### config.mk
export PLATFORM = sky130hd
export DESIGN_NAME = actr_regs
export DESIGN_NICKNAME = d
export VERILOG_FILES = /design/src/inc/actr_pkg.sv /design/src/core/actr_cal_seq.sv /design/src/core/actr_regs.sv
export SDC_FILE = /design/constraint.sdc
export NUM_CORES = 1
export LEC_CHECK = 0
export BUFFER_PORTS_ARGS = -buffer_cell sky130_fd_sc_hd__buf_2
export CAP_MARGIN = 20
export CORE_AREA = 5 5 164 198
export DETAILED_ROUTE_END_ITERATION = 8
export DIE_AREA = 0 0 169 203
export PLACE_DENSITY = 0.71
export SLEW_MARGIN = 30
export SYNTH_ARGS = -nofsm -noshare
export SYNTH_HDL_FRONTEND = slang
export SYNTH_HIERARCHICAL = 1
export SYNTH_SLANG_ARGS = --single-unit
### constraint.sdc
create_clock -name clk -period 2.6 [get_ports clk]
set_input_delay 0.26 -clock clk [delete_from_list [all_inputs] [get_ports clk]]
set_output_delay 0.26 -clock clk [all_outputs]
set_load 0.02 [all_outputs]
### src/inc/actr_pkg.sv
// Package for the converter calibration and test register bank.
// Assumes an 8-bit register access port with single-cycle read and write strobes.
package actr_pkg;

  localparam int unsigned ADDR_W    = 12;
  localparam int unsigned VEC_DEPTH = 32;
  localparam int unsigned VEC_IDX_W = 5;
  localparam int unsigned CNT_W     = 12;

  // Register offsets
  localparam logic [11:0] CAL_CFG0_OFS = 12'h050;
  localparam logic [11:0] BG_CTRL_OFS  = 12'h057;
  localparam logic [11:0] PAT_OVR_OFS  = 12'h058;
  localparam logic [11:0] VEC_OFS      = 12'h05a;
  localparam logic [11:0] STAT_OFS     = 12'h05b;
  localparam logic [11:0] TCAL_OFS     = 12'h066;

  // Reset values
  localparam logic [7:0] CAL_CFG0_RST = 8'h06;
  localparam logic [7:0] BG_CTRL_RST  = 8'h10;
  localparam logic [7:0] PAT_OVR_RST  = 8'h00;
  localparam logic [7:0] TCAL_RST     = 8'h02;
  localparam logic [7:0] VEC_RST      = 8'h00;
  localparam logic [7:0] STAT_RSVD    = 8'h08;

  // Field positions
  localparam int unsigned VEC_EN_BIT   = 4;
  localparam int unsigned FG_TRIG_BIT  = 3;
  localparam int unsigned BG_RUN_BIT   = 1;
  localparam int unsigned PAT_EN_BIT   = 2;
  localparam int unsigned OVR_EN_BIT   = 1;
  localparam int unsigned STOPPED_BIT  = 1;
  localparam int unsigned FIRST_BIT    = 0;
  localparam int unsigned T_AUTO_BIT   = 0;

  // Calibration phase lengths in clock cycles, minus one
  localparam logic [11:0] FG_LAST  = 12'h3ff;
  localparam logic [11:0] TIM_LAST = 12'h07f;
  localparam logic [11:0] BG_LAST  = 12'h0ff;

  typedef enum logic [1:0] {
    ACTR_IDLE = 2'b00,
    ACTR_FG   = 2'b01,
    ACTR_TIM  = 2'b10,
    ACTR_BG   = 2'b11
  } actr_cal_e;

  typedef struct packed {
    logic [11:0] addr;
    logic        wr;
    logic        rd;
    logic [7:0]  wdata;
  } actr_req_s;

  typedef struct packed {
    logic [7:0] rdata;
    logic       rvalid;
  } actr_rsp_s;

endpackage

### src/core/actr_cal_seq.sv
// Calibration sequencer: foreground, timing optimisation and background passes.
// Assumes rst_n is already synchronised to clk.
module actr_cal_seq (
  input  wire logic clk,           // System clock
  input  wire logic rst_n,         // Synchronised reset, active low
  input  wire logic fg_start,      // One-cycle foreground trigger
  input  wire logic bg_run,        // Background run control level
  input  wire logic t_auto,        // Timing optimisation arm
  output logic      running,       // Any calibration in progress
  output logic      first_done,    // First calibration finished
  output logic      timing_active  // Timing optimisation phase
);
  import actr_pkg::*;

  typedef struct packed {
    actr_cal_e  state;
    logic [11:0] cnt;
    logic        t_armed;
    logic        first;
  } actr_seq_s;

  actr_seq_s s_r, s_nxt;

  always_comb begin
    s_nxt = s_r;
    case (s_r.state)
      ACTR_IDLE: begin
        if (bg_run) begin
          s_nxt.state = ACTR_BG;
          s_nxt.cnt   = '0;
        end
      end
      ACTR_FG: begin
        s_nxt.cnt = s_r.cnt + 12'h001;
        if (s_r.cnt == FG_LAST) begin
          s_nxt.cnt = '0;
          if (s_r.t_armed) begin
            s_nxt.state = ACTR_TIM;
          end else begin
            s_nxt.first = 1'b1;
            s_nxt.state = bg_run ? ACTR_BG : ACTR_IDLE;
          end
        end
      end
      ACTR_TIM: begin
        s_nxt.cnt = s_r.cnt + 12'h001;
        if (s_r.cnt == TIM_LAST) begin
          s_nxt.cnt     = '0;
          s_nxt.t_armed = 1'b0;
          s_nxt.first   = 1'b1;
          s_nxt.state   = bg_run ? ACTR_BG : ACTR_IDLE;
        end
      end
      ACTR_BG: begin
        // A pass completes unless retriggered, so the stop lags the clear of the run control
        s_nxt.cnt = s_r.cnt + 12'h001;
        if (s_r.cnt == BG_LAST) begin
          s_nxt.cnt   = '0;
          s_nxt.first = 1'b1;
          if (!bg_run) begin
            s_nxt.state = ACTR_IDLE;
          end
        end
      end
      default: s_nxt.state = ACTR_IDLE;
    endcase
    // Trigger restarts the machine from any state
    if (fg_start) begin
      s_nxt.state   = ACTR_FG;
      s_nxt.cnt     = '0;
      s_nxt.t_armed = t_auto;
    end
  end

  always_ff @(posedge clk or negedge rst_n) begin
    if (!rst_n) begin
      s_r <= '{state: ACTR_IDLE, cnt: 12'h000, t_armed: 1'b0, first: 1'b0};
    end else begin
      s_r <= s_nxt;
    end
  end

  assign running       = (s_r.state != ACTR_IDLE);
  assign first_done    = s_r.first;
  assign timing_active = (s_r.state == ACTR_TIM);

endmodule // actr_cal_seq

### src/core/actr_regs.sv
// Calibration and test register bank with calibration vector store.
// Assumes the serial front end delivers decoded one-cycle register strobes on clk.
//
// What this block does
// - Pattern register bit 2 enables the test pattern and bit 1 the over-range output, both reset to zero.
// - With vector access enabled, each read of the vector port returns the next stored calibration byte.
// - With vector access enabled, each write of the vector port loads the next calibration byte.
// - Status bit 1 reads 0 while any calibration runs and 1 once it has finished or stopped.
// - Status bit 0 sets once the first calibration sequence has completed.
// - Timing register bit 0 arms timing optimisation within the next triggered foreground calibration.
// - Configuration 0 bit 4 gates the vector port so that accesses leave the store untouched when clear.
// - Writing the trigger bit restarts the calibration machine with a foreground run and the bit self-clears.
// - Background run control starts background calibration when set and stops it at the end of the current pass when cleared.
module actr_regs (
  input  wire logic        clk,               // System clock, 125 MHz
  input  wire logic        reset_n,           // Asynchronous reset, active low
  input  wire actr_pkg::actr_req_s req,       // Register access strobes
  output actr_pkg::actr_rsp_s      rsp,       // Read data and valid
  output logic             test_pattern_enable,   // Converter outputs test pattern
  output logic             overrange_out_enable,  // Over-range indication enabled
  output logic             cal_running,       // Calibration in progress
  output logic             timing_opt_active, // Timing optimisation phase
  output logic             first_cal_done     // Converter operational
);
  import actr_pkg::*;

  typedef struct packed {
    logic [7:0]           cfg0;
    logic [7:0]           bg_ctrl;
    logic [7:0]           pat;
    logic [7:0]           tcal;
    logic [VEC_IDX_W-1:0] idx;
    logic [7:0]           rdata;
    logic                 rvalid;
  } actr_regs_s;

  actr_regs_s s_r, s_nxt;
  logic [7:0] vec_mem [VEC_DEPTH];
  logic       rst_meta_r;
  logic       rst_sync_r;
  logic       vec_en;
  logic       vec_wr;
  logic       fg_start;
  logic       seq_running;
  logic       seq_first;
  logic [7:0] stat_val;

  always_ff @(posedge clk or negedge reset_n) begin
    if (!reset_n) begin
      rst_meta_r <= 1'b0;
      rst_sync_r <= 1'b0;
    end else begin
      rst_meta_r <= 1'b1;
      rst_sync_r <= rst_meta_r;
    end
  end

  assign vec_en   = s_r.cfg0[VEC_EN_BIT];
  assign vec_wr   = req.wr && (req.addr == VEC_OFS) && vec_en;
  assign fg_start = req.wr && (req.addr == CAL_CFG0_OFS) && req.wdata[FG_TRIG_BIT];

  always_comb begin
    stat_val = STAT_RSVD;
    stat_val[STOPPED_BIT] = !seq_running;
    stat_val[FIRST_BIT]   = seq_first;
  end

  always_comb begin
    s_nxt        = s_r;
    s_nxt.rvalid = req.rd;
    if (req.wr) begin
      if (req.addr == CAL_CFG0_OFS) begin
        s_nxt.cfg0 = req.wdata;
        s_nxt.cfg0[FG_TRIG_BIT] = 1'b0;
        if (req.wdata[VEC_EN_BIT] && !vec_en) begin
          s_nxt.idx = '0;
        end
      end else if (req.addr == BG_CTRL_OFS) begin
        s_nxt.bg_ctrl = req.wdata;
      end else if (req.addr == PAT_OVR_OFS) begin
        s_nxt.pat = req.wdata;
      end else if (req.addr == TCAL_OFS) begin
        s_nxt.tcal = req.wdata;
      end else if (vec_wr) begin
        s_nxt.idx = s_r.idx + 1'b1;
      end
    end
    if (req.rd) begin
      if (req.addr == CAL_CFG0_OFS) begin
        s_nxt.rdata = s_r.cfg0;
      end else if (req.addr == BG_CTRL_OFS) begin
        s_nxt.rdata = s_r.bg_ctrl;
      end else if (req.addr == PAT_OVR_OFS) begin
        s_nxt.rdata = s_r.pat;
      end else if (req.addr == TCAL_OFS) begin
        s_nxt.rdata = s_r.tcal;
      end else if (req.addr == STAT_OFS) begin
        s_nxt.rdata = stat_val;
      end else if (req.addr == VEC_OFS) begin
        // Closed port reads zero and leaves the index alone
        if (vec_en) begin
          s_nxt.rdata = vec_mem[s_r.idx];
          s_nxt.idx   = s_r.idx + 1'b1;
        end else begin
          s_nxt.rdata = VEC_RST;
        end
      end else begin
        s_nxt.rdata = 8'h00;
      end
    end
  end

  always_ff @(posedge clk or negedge rst_sync_r) begin
    if (!rst_sync_r) begin
      s_r <= '{cfg0: CAL_CFG0_RST, bg_ctrl: BG_CTRL_RST, pat: PAT_OVR_RST, tcal: TCAL_RST,
               idx: '0, rdata: 8'h00, rvalid: 1'b0};
    end else begin
      s_r <= s_nxt;
    end
  end

  // Store has no reset: contents are only meaningful once loaded through the vector port
  always_ff @(posedge clk) begin
    if (vec_wr) begin
      vec_mem[s_r.idx] <= req.wdata;
    end
  end

  actr_cal_seq u_seq (
    .clk           (clk),
    .rst_n         (rst_sync_r),
    .fg_start      (fg_start),
    .bg_run        (s_r.bg_ctrl[BG_RUN_BIT]),
    .t_auto        (s_r.tcal[T_AUTO_BIT]),
    .running       (seq_running),
    .first_done    (seq_first),
    .timing_active (timing_opt_active)
  );

  assign rsp.rdata            = s_r.rdata;
  assign rsp.rvalid           = s_r.rvalid;
  assign test_pattern_enable  = s_r.pat[PAT_EN_BIT];
  assign overrange_out_enable = s_r.pat[OVR_EN_BIT];
  assign cal_running          = seq_running;
  assign first_cal_done       = seq_first;

endmodule // actr_regs

==> results.sh, run 1 <==
export IMPL_status="completed"
export IMPL_drt_total_wl_um=31900
export IMPL_synth_main_ff_cell="edfxtp_1"
export IMPL_die_x_um=169
export IMPL_multi_input_area_um2=3840
export IMPL_postPlaceCellArea_um2=14600
export IMPL_synth_fp_nets=900
export IMPL_start_util_pct=44.3
export IMPL_grt_pass1_wl_um=48800
export IMPL_antenna_found_initial=0
export IMPL_dp_hpwl_um=21100
export IMPL_drt_iter0_drc=802
export IMPL_clockBufferDepth=3
export IMPL_r2r_slack_ps=130
export IMPL_crit_fanout=11
export IMPL_synth_edf_count=256
export IMPL_num_vias=8205
export IMPL_fill_cells=2469
export IMPL_start_kind="flip-flop"
export IMPL_setup_viol=0
export IMPL_nNetsFinal=1005
export IMPL_critPathArrivalTime_ps=2890
export IMPL_rsz0062_at_grt="false"
export IMPL_via_per_inst=5.89
export IMPL_critPathSlowestCell="dfrtp_1"
export IMPL_leakagePower_nw=6.22
export IMPL_fmax_mhz=404
export IMPL_htreeDepth=1
export IMPL_layout_common_cells="edfxtp_1 (256), mux2i_1 (112), buf_4 (84), o22ai_1 (61), dfrtp_1 (55)"
export IMPL_design_area_um2=15500
export IMPL_ios=38
export IMPL_area_delta_synth_final_pct=15.4
export IMPL_fin_crit_sh_pct=95.1
export IMPL_maxCapViolCount=0
export IMPL_seqCellArea_um2=9280
export IMPL_peakVddDrop_v=0.000489
export IMPL_seqPwrFrac_pct=57.0
export IMPL_core_um2=30200
export IMPL_finalMaxSlewViolations=0
export IMPL_hp_class="primary input to asynchronous set/reset pin"
export IMPL_cpPeakStageDelay_ps=620
export IMPL_reg2reg_from="s_r[11]"
export IMPL_postCtsSetupBuffers=0
export IMPL_seq_area_frac_synth_pct=69.2
export IMPL_grt_total_usage_pct=18.2
export IMPL_numCtsBuffers=29
export IMPL_r2r_cells=6
export IMPL_ys_types=72
export IMPL_yosysWarnings=6
export IMPL_clk_pin_slew_worst_paths_ps=60
export IMPL_slew_headroom_pct=44.0
export IMPL_rows=70
export IMPL_pwr_density_cell_nw_per_um2=648
export IMPL_syn_inst=871
export IMPL_layout_cells_non_filler=1394
export IMPL_portBuffers=37
export IMPL_wire_per_inst_um=22.9
export IMPL_ant_nets=0
export IMPL_fin_skew_ps=25.8
export IMPL_holdWs_ps=18.0
export IMPL_p_int_mw=7.87
export IMPL_tightest_slew_ps=839
export IMPL_p_switching_mw=2.15
export IMPL_rr_endpoint="rsp[4]"
export IMPL_cts_root_buf="clkbuf_16"
export IMPL_min_period_ps=2470
export IMPL_die_area_um2=34300
export IMPL_cts_tree="yes"
export IMPL_drive_gt1_share_pct=23.5
export IMPL_grt_overflow_total=0
export IMPL_cp_data_required_time_ps=3020
export IMPL_async_flop_share_pct=19.7
export IMPL_syn_avg_cell_area_um2=15.4
export IMPL_die_y_um=203
export IMPL_diodes=0
export IMPL_clock_sinks=319
export IMPL_synth_area_um2=13400
export IMPL_yosys_register_bits=319
export IMPL_drc=0
export IMPL_clk_insertion_delay_late_ps=580
export IMPL_critPathKind="flip-flop to flip-flop"
export IMPL_place_congestion=0.888
export IMPL_final_common_cell="edfxtp_1"
export IMPL_first_global_vias=8133
export IMPL_p_sw_share_pct=21.4
export IMPL_clkPwrFrac_pct=39.6
export IMPL_grt_max_degree=37
export IMPL_power_frac_comb_pct=3.4
export IMPL_p_total_mw=10.0
export IMPL_finalHoldViolCount=0
export IMPL_crit_path_end_kind="flip-flop"
export IMPL_dr_pass1_iters=5
export IMPL_place_inst=1339
export IMPL_path_cells="buf_4, nand4bb_1, o22ai_1, or4_1, o21ai_0, a41oi_1"
export IMPL_fin_util_pct=51.2
[layout make-up]
class	instances	share of cell area (%)
clock buffers	36	4.86
inverters	17	0.413
flip-flops and latches	319	60.0
repair buffers	127	5.92
clock inverters	17	0.753
well taps	396	3.20
multi-input cells	482	24.8
[routing by layer]
layer  share of wire (%)  up-vias  global-route usage, %
li1                    -     3634                      -
met1                  41     4130                   24.8
met2                  48      361                   30.1
met3                 7.0       80                   2.47
met4                 3.8        0                   6.79
met5                   0        -                      0
[cell usage after synthesis (6+ instances only)]
master	number	area share, %
inv_1	17	0.48
mux2i_1	112	8.4
a21oi_1	21	0.78
clkbuf_1	23	0.64
mux4_2	10	1.7
o21ai_0	17	0.63
edfxtp_1	256	57
nor3_1	16	0.60
mux2_2	25	2.1
a31oi_1	6	0.28
buf_2	13	0.49
buf_4	9	0.50
dfrtp_1	59	11
nand3_1	18	0.67
nor2_1	37	1.0
o22ai_1	61	2.8
or3_1	10	0.47
nand2_1	25	0.70
mux2_4	8	0.90
or4_1	14	0.78
buf_1	7	0.20
[through the flow]
step                      TNS, ps  setup WS, ps
after detailed placement    -8140          -190
after global routing            0          24.0
after global placement      -5530          -136
final                           0           127
after CTS                       0          68.2
after floorplan             -1760         -73.3
[critical path: cells and delay by family (launching register included)]
kind,cells,cell delay [ps]
flops,1,620
simple gates,2,910
buf+inv,1,240
compound gates,3,570
[kinds of logic (layout without fill, tap and decap cells)]
family | Yosys count | in the layout | synth area share, %
other | 1 | 1 | 0.0280
multiplexers | 155 | 155 | 13.0
XOR/XNOR | 3 | 3 | 0.196
AND/OR/NAND/NOR | 175 | 175 | 7.64
flip-flops | 319 | 319 | 69.2
AO/OA/AOI/OAI | 143 | 143 | 7.06
buffers and inverters | 70 | 197 | 2.39
adder cells (fa/ha/maj) | 5 | 5 | 0.467
[flip-flops by register name, summed over array words and instances, names as in the netlist]
signal                flops
rsp                       9
s_r                      34
vec_mem                 256
rst_meta_r                1
u_seq/s_r                15
test_pattern_enable       1
rst_sync_r                1
overrange_out_enable      1
u_seq/first_done          1
[power groups by stage]
stage / clock (mW) / sequential [mW] / combinational [mW]
after floorplan: 0 / 5.79 / 0.189
after global placement: 0 / 5.81 / 0.332
after detailed placement: 0 / 5.81 / 0.342
after CTS: 4.02 / 5.71 / 0.346
after global routing: 4.23 / 5.72 / 0.383
final: 3.97 / 5.71 / 0.344
[what timing repair did]
item | CTS | global route
endpoints found under the hold margin | 3 | 0
hold buffers | 2 | 0
setup endpoints to repair | 0 | 6
resized for setup | 0 | 3
[worst max path at each step]
stage                                end  cells past startpoint    start  slack, ps
final                             rsp[4]                      6  s_r[11]        130
after global routing              rsp[1]                      7  s_r[11]         20
after CTS                         rsp[4]                      5  s_r[12]         70
after detailed placement  vec_mem[16][6]                      7  req[21]       -190
after global placement    vec_mem[16][6]                      7  req[21]       -140
after floorplan           vec_mem[16][0]                      5  req[21]        -70
Power figures use the tool's default switching activity.
==> run 2: changes to the inputs <==
--- a/config.mk
+++ b/config.mk
@@ -6,11 +6,13 @@
 export NUM_CORES = 1
 export LEC_CHECK = 0
 export BUFFER_PORTS_ARGS = -buffer_cell sky130_fd_sc_hd__buf_2
-export CAP_MARGIN = 20
+export CAP_MARGIN = 25
 export CORE_AREA = 5 5 164 198
+export CTS_BUF_LIST = sky130_fd_sc_hd__clkbuf_8
 export DETAILED_ROUTE_END_ITERATION = 8
 export DIE_AREA = 0 0 169 203
 export PLACE_DENSITY = 0.71
+export SKIP_LAST_GASP = 1
 export SLEW_MARGIN = 30
 export SYNTH_ARGS = -nofsm -noshare
 export SYNTH_HDL_FRONTEND = slang
==> run 2 against run 1 <==
Against the previous run: combinational power barely moved; power fell by 2.3%; clock skew barely moved; sequential power barely moved; fmax barely moved; routed wire length rose by 0.31%; critical path depth rose by 1; cell count rose by 2.4%; critical path type unchanged; worst setup slack got worse by 1.5 ps; design area rose by 0.15%; clock-buffer cell count rose by 14; largest power group unchanged.
==> results.sh, run 2 (synthesized netlist as in run 1, its figures left out) <==
export IMPL_status="completed"
export IMPL_critPathKind="flip-flop to flip-flop"
export IMPL_num_vias=8157
export IMPL_first_global_vias=8208
export IMPL_slew_headroom_pct=43.7
export IMPL_crit_fanout=11
export IMPL_design_area_um2=15500
export IMPL_rsz0062_at_grt="false"
export IMPL_cpPeakStageDelay_ps=600
export IMPL_numCtsBuffers=47
export IMPL_tightest_slew_ps=845
export IMPL_layout_common_cells="edfxtp_1 (256), mux2i_1 (112), buf_4 (84), o22ai_1 (61), dfrtp_1 (55)"
export IMPL_clk_insertion_delay_late_ps=570
export IMPL_nNetsFinal=1025
export IMPL_grt_total_usage_pct=18.4
export IMPL_cts_root_buf="clkbuf_8"
export IMPL_maxCapViolCount=0
export IMPL_finalHoldViolCount=0
export IMPL_wire_per_inst_um=22.4
export IMPL_clock_sinks=319
export IMPL_place_inst=1339
export IMPL_fmax_mhz=404
export IMPL_start_kind="flip-flop"
export IMPL_grt_overflow_total=0
export IMPL_portBuffers=37
export IMPL_hp_class="primary input to flip-flop"
export IMPL_fin_crit_sh_pct=95.2
export IMPL_min_period_ps=2470
export IMPL_crit_top_cell="buf_4"
export IMPL_grt_pass1_wl_um=48700
export IMPL_finalMaxSlewViolations=0
export IMPL_grt_max_degree=37
export IMPL_final_common_cell="edfxtp_1"
export IMPL_die_area_um2=34300
export IMPL_r2r_cells=7
export IMPL_drive_gt1_share_pct=24.7
export IMPL_drc=0
export IMPL_ios=38
export IMPL_via_per_inst=5.71
export IMPL_largest_reg_flops=256
export IMPL_path_cells="buf_4, nand4bb_1, o22ai_1, or4_1, o31ai_1, buf_4, a21oi_1"
export IMPL_clockBufferDepth=3
export IMPL_drt_iter0_drc=883
export IMPL_dp_hpwl_um=21100
export IMPL_regMostFlops="vec_mem"
export IMPL_pwr_density_cell_nw_per_um2=632
export IMPL_largestRegisters="vec_mem (256), s_r (34), u_seq/s_r (15)"
export IMPL_postCtsSetupBuffers=0
export IMPL_cp_num_cells=7
export IMPL_htreeDepth=2
export IMPL_critPathArrivalTime_ps=2890
export IMPL_setup_viol=0
export IMPL_critPathSlowestCell="dfrtp_1"
export IMPL_core_um2=30200
export IMPL_clk_pin_slew_worst_paths_ps=60
export IMPL_crit_buf_inv=2
export IMPL_die_x_um=169
export IMPL_cp_data_required_time_ps=3020
export IMPL_die_y_um=203
export IMPL_antenna_found_initial=0
export IMPL_start_util_pct=44.3
export IMPL_layout_cells_non_filler=1428
export IMPL_ant_nets=0
export IMPL_holdPathStages=1
export IMPL_cts_tree="yes"
export IMPL_path_delay_family="simple AND/OR/NAND/NOR gates"
export IMPL_diodes=0
export IMPL_fin_skew_ps=25.3
export IMPL_p_total_mw=9.79
export IMPL_crit_path_end_kind="flip-flop"
export IMPL_dr_pass1_iters=5
export IMPL_area_delta_synth_final_pct=15.5
export IMPL_postPlaceCellArea_um2=14600
export IMPL_drt_total_wl_um=32000
export IMPL_place_congestion=0.888
export IMPL_leakagePower_nw=6.30
export IMPL_rows=70
export IMPL_peakVddDrop_v=0.000396
==> run 2: metrics by stage <==
stage | hold slack, ps | utilization, % | setup WS (ps) | TNS [ps]
detailed placement | 46.2 | 48.2 | -190 | -8140
floorplan | -35.6 | - | -73.3 | -1760
CTS | 56.8 | 51.2 | 56.0 | 0
global route | 53.0 | 51.2 | 24.3 | 0
global placement | 45.1 | 48.2 | -136 | -5530
finish | 91.7 | 51.2 | 126 | 0
==> run 2: timing repair <==
| action | in CTS | in global routing |
|---|---|---|
| endpoints found under the setup margin | 0 | 6 |
| hold buffers | 4 | 0 |
| gates resized for setup | 0 | 3 |
| hold endpoints to repair | 4 | 0 |
==> run 2: where the power goes <==
part / total [mW] / internal (mW) / switching (mW)
logic: 0.347 / 0.121 / 0.226
clock network: 3.74 / 1.89 / 1.85
registers: 5.71 / 5.60 / 0.107
==> run 2: final cells by class <==
class / count / area (um2)
Sequential cell: 319 / 9280
Inverter: 17 / 63.8
Multi-Input combinational cell: 482 / 3840
Timing Repair Buffer: 129 / 936
Fill cell: 2494 / 14700
Tap cell: 396 / 495
Clock inverter: 35 / 183
Clock buffer: 50 / 688
==> run 2: worst paths after layout <==
kind                       startpoint  slack (ps)            end
max in group asynchronous  rst_sync_r        1500        s_r[39]
max reg2reg                   s_r[11]         130         rsp[1]
min reg2reg                rst_sync_r         320        s_r[37]
max                           s_r[11]         130         rsp[1]
min in group asynchronous  rst_sync_r         320        s_r[37]
min                            req[4]          90  vec_mem[5][4]
==> run 2: per-layer routing <==
layer | global-route usage [%] | vias to the layer above | routed length [um]
met5 | 0 | - | 0
met4 | 7.05 | 0 | 1220
met3 | 3.86 | 77 | 2170
met2 | 29.9 | 312 | 15400
met1 | 24.3 | 4087 | 13200
li1 | - | 3681 | -
==> run 3: changes to the inputs <==
--- a/config.mk
+++ b/config.mk
@@ -16,5 +16,4 @@
 export SLEW_MARGIN = 30
 export SYNTH_ARGS = -nofsm -noshare
 export SYNTH_HDL_FRONTEND = slang
-export SYNTH_HIERARCHICAL = 1
 export SYNTH_SLANG_ARGS = --single-unit
==> run 3 against run 2 <==
Against the previous run: utilization grew 0.39 points; sequential power shrank 1%; clock-buffer cell count grew 2; largest power group unchanged; register-to-register slack lost 50 ps; power grew 0.26%; via count grew 0.91%; clock power grew 4%.
==> results.sh, run 3 <==
export IMPL_status="completed"
export IMPL_via_per_inst=5.72
export IMPL_final_common_cell="edfxtp_1"
export IMPL_power_frac_comb_pct=2.8
export IMPL_area_delta_synth_final_pct=16.4
export IMPL_cpPeakStageDelay_ps=700
export IMPL_grt_pass1_wl_um=49600
export IMPL_p_total_mw=9.82
export IMPL_synth_area_um2=13400
export IMPL_p_int_mw=7.64
export IMPL_largest_reg_flops=256
export IMPL_syn_avg_cell_area_um2=15.3
export IMPL_fin_util_pct=51.6
export IMPL_hp_class="primary input to flip-flop"
export IMPL_p_switching_mw=2.18
export IMPL_critPathKind="flip-flop to flip-flop"
export IMPL_cts_root_buf="clkbuf_8"
export IMPL_path_cells="buf_4, or4b_2, o22ai_1, or4_1, o21ai_1, a32o_1, a22oi_2"
export IMPL_min_period_ps=2530
export IMPL_crit_buf_inv=1
export IMPL_drc=0
export IMPL_syn_inst=875
export IMPL_rr_endpoint="rsp[4]"
export IMPL_synth_main_ff_cell="edfxtp_1"
export IMPL_num_vias=8231
export IMPL_ant_nets=0
export IMPL_postCtsSetupBuffers=0
export IMPL_synth_fp_nets=904
export IMPL_finalMaxSlewViolations=0
export IMPL_wire_per_inst_um=22.8
export IMPL_seqPwrFrac_pct=57.5
export IMPL_yosysWarnings=0
export IMPL_fin_skew_ps=30.7
export IMPL_synth_edf_count=256
export IMPL_ios=38
export IMPL_crit_path_end_kind="flip-flop"
export IMPL_clkPwrFrac_pct=39.7
export IMPL_crit_path_start="s_r[11]"
export IMPL_synth_top_cell_area_share_pct=57.3
export IMPL_yosysMostFrequentCell="edfxtp_1"
export IMPL_nNetsFinal=1034
export IMPL_p_sw_share_pct=22.2
export IMPL_fin_crit_sh_pct=97.2
export IMPL_synth_top_cells_by_count="edfxtp_1 (256), mux2i_1 (88), nor2_1 (68)"
export IMPL_r2r_slack_ps=70
export IMPL_holdWs_ps=48.6
export IMPL_fill_cells=2445
export IMPL_grt_total_usage_pct=19.0
export IMPL_slew_headroom_pct=40.4
export IMPL_core_um2=30200
export IMPL_leakagePower_nw=5.41
export IMPL_die_x_um=169
export IMPL_r2r_cells=7
export IMPL_async_flop_share_pct=19.7
export IMPL_fmax_mhz=396
export IMPL_cts_tree="yes"
export IMPL_drive_gt1_share_pct=25.9
export IMPL_antenna_found_initial=0
export IMPL_setup_viol=0
export IMPL_clock_sinks=319
export IMPL_place_congestion=0.918
export IMPL_critPathSlowestCell="or4b_2"
export IMPL_seqCellArea_um2=9280
export IMPL_worst_slack_ps=71.7
export IMPL_finalHoldViolCount=0
export IMPL_regMostFlops="vec_mem"
export IMPL_critPathArrivalTime_ps=3040
export IMPL_die_y_um=203
export IMPL_worstSetupEndpoint="rsp[4]"
export IMPL_tightest_slew_ps=894
export IMPL_clk_insertion_delay_late_ps=610
export IMPL_drt_total_wl_um=32800
export IMPL_rows=70
export IMPL_maxCapViolCount=0
export IMPL_dp_hpwl_um=21600
export IMPL_die_area_um2=34300
export IMPL_first_global_vias=8296
export IMPL_grt_max_degree=38
export IMPL_clk_pin_slew_worst_paths_ps=60
export IMPL_yosys_register_bits=319
export IMPL_pwr_density_cell_nw_per_um2=629
export IMPL_cp_data_required_time_ps=3110
export IMPL_path_delay_family="simple AND/OR/NAND/NOR gates"
export IMPL_start_kind="flip-flop"
export IMPL_ys_types=66
export IMPL_start_util_pct=44.4
export IMPL_cp_num_cells=7
export IMPL_rsz0062_at_grt="true"
export IMPL_reg2reg_from="s_r[11]"
export IMPL_peakVddDrop_v=0.000378
export IMPL_postPlaceCellArea_um2=14600
export IMPL_numCtsBuffers=50
export IMPL_synth_area_leaders="edfxtp_1 (57%), dfrtp_1 (11%), mux2i_1 (6.6%)"
export IMPL_htreeDepth=2
export IMPL_multi_input_area_um2=3830
export IMPL_portBuffers=37
export IMPL_layout_common_cells="edfxtp_1 (256), mux2i_1 (88), buf_4 (83), nor2_1 (68), dfrtp_1 (56)"
export IMPL_crit_fanout=13
export IMPL_design_area_um2=15600
export IMPL_drt_iter0_drc=1060
export IMPL_place_ws_ps=-10.9
export IMPL_diodes=0
export IMPL_dr_pass1_iters=5
export IMPL_clockBufferDepth=3
export IMPL_yosys_area_top_type="edfxtp_1"
export IMPL_grt_overflow_total=0
export IMPL_largestRegisters="vec_mem (256), s_r (34), u_seq.s_r (15)"
export IMPL_seq_area_frac_synth_pct=69.1
## run 3: cell count changes after synthesis, sizes merged, moves of 7 or more
cell and delta:
xor2 +7, mux4 +10, inv -7, o22ai -18, or4 -14, mux2i -24, nor2 +31, or3 -9
nand2 +10, nor4 +9
## run 3: layout make-up
class,instances,share of cell area [%]
Multi-Input combinational cell,491,24.5
Sequential cell,319,59.5
Inverter,10,0.241
Tap cell,396,3.18
Timing Repair Buffer,133,6.66
Clock buffer,52,4.59
Clock inverter,38,1.36
## run 3: worst min path at each step
stage                      end  startpoint  cells past startpoint  slack [ps]
detailed placement  rst_meta_r     reset_n                      1          50
global placement    rst_meta_r     reset_n                      1          40
global route           s_r[42]      req[4]                      2          30
CTS                    s_r[42]      req[4]                      2          20
finish                 s_r[42]      req[4]                      2          50
floorplan           rst_meta_r     reset_n                      0         -40
## run 3: timing repair
| item | CTS | global route |
|---|---|---|
| endpoints found under the setup margin | 0 | 4 |
| endpoints found under the hold margin | 3 | 0 |
| gates resized for setup | 0 | 3 |
| hold buffers | 3 | 0 |
## run 3: routing by layer
layer | track usage [%] | vias to the layer above | part of all wire, %
met3 | 3.41 | 83 | 7.1
met4 | 6.56 | 0 | 3.4
li1 | - | 3691 | -
met1 | 25.0 | 4069 | 41
met2 | 31.8 | 388 | 49
met5 | 0 | - | 0
## run 3: per-stage QoR
step                      cells  TNS (ps)
final                      1439         0
after global routing       1439     -21.5
after CTS                  1439         0
after detailed placement   1346      -164
after global placement     1346         0
after floorplan             875         0
## run 3: cells by family (layout without fill, tap and decap cells)
group | count (synthesis) | count (layout) | synth area share [%]
flip-flops | 319 | 319 | 69.1
AND/OR/NAND/NOR | 213 | 213 | 8.63
multiplexers | 140 | 140 | 12.6
AO/OA/AOI/OAI | 125 | 125 | 6.25
buffers and inverters | 65 | 233 | 2.40
XOR/XNOR | 7 | 7 | 0.457
adder cells (fa/ha/maj) | 5 | 5 | 0.467
other | 1 | 1 | 0.0280
## run 3: power by group through the flow
| stage | clock network, mW | registers, mW | logic [mW] |
|---|---|---|---|
| finish | 3.90 | 5.64 | 0.277 |
| global route | 4.23 | 5.65 | 0.305 |
| CTS | 3.98 | 5.64 | 0.279 |
| detailed placement | 0 | 5.74 | 0.275 |
| global placement | 0 | 5.74 | 0.268 |
| floorplan | 0 | 5.73 | 0.126 |
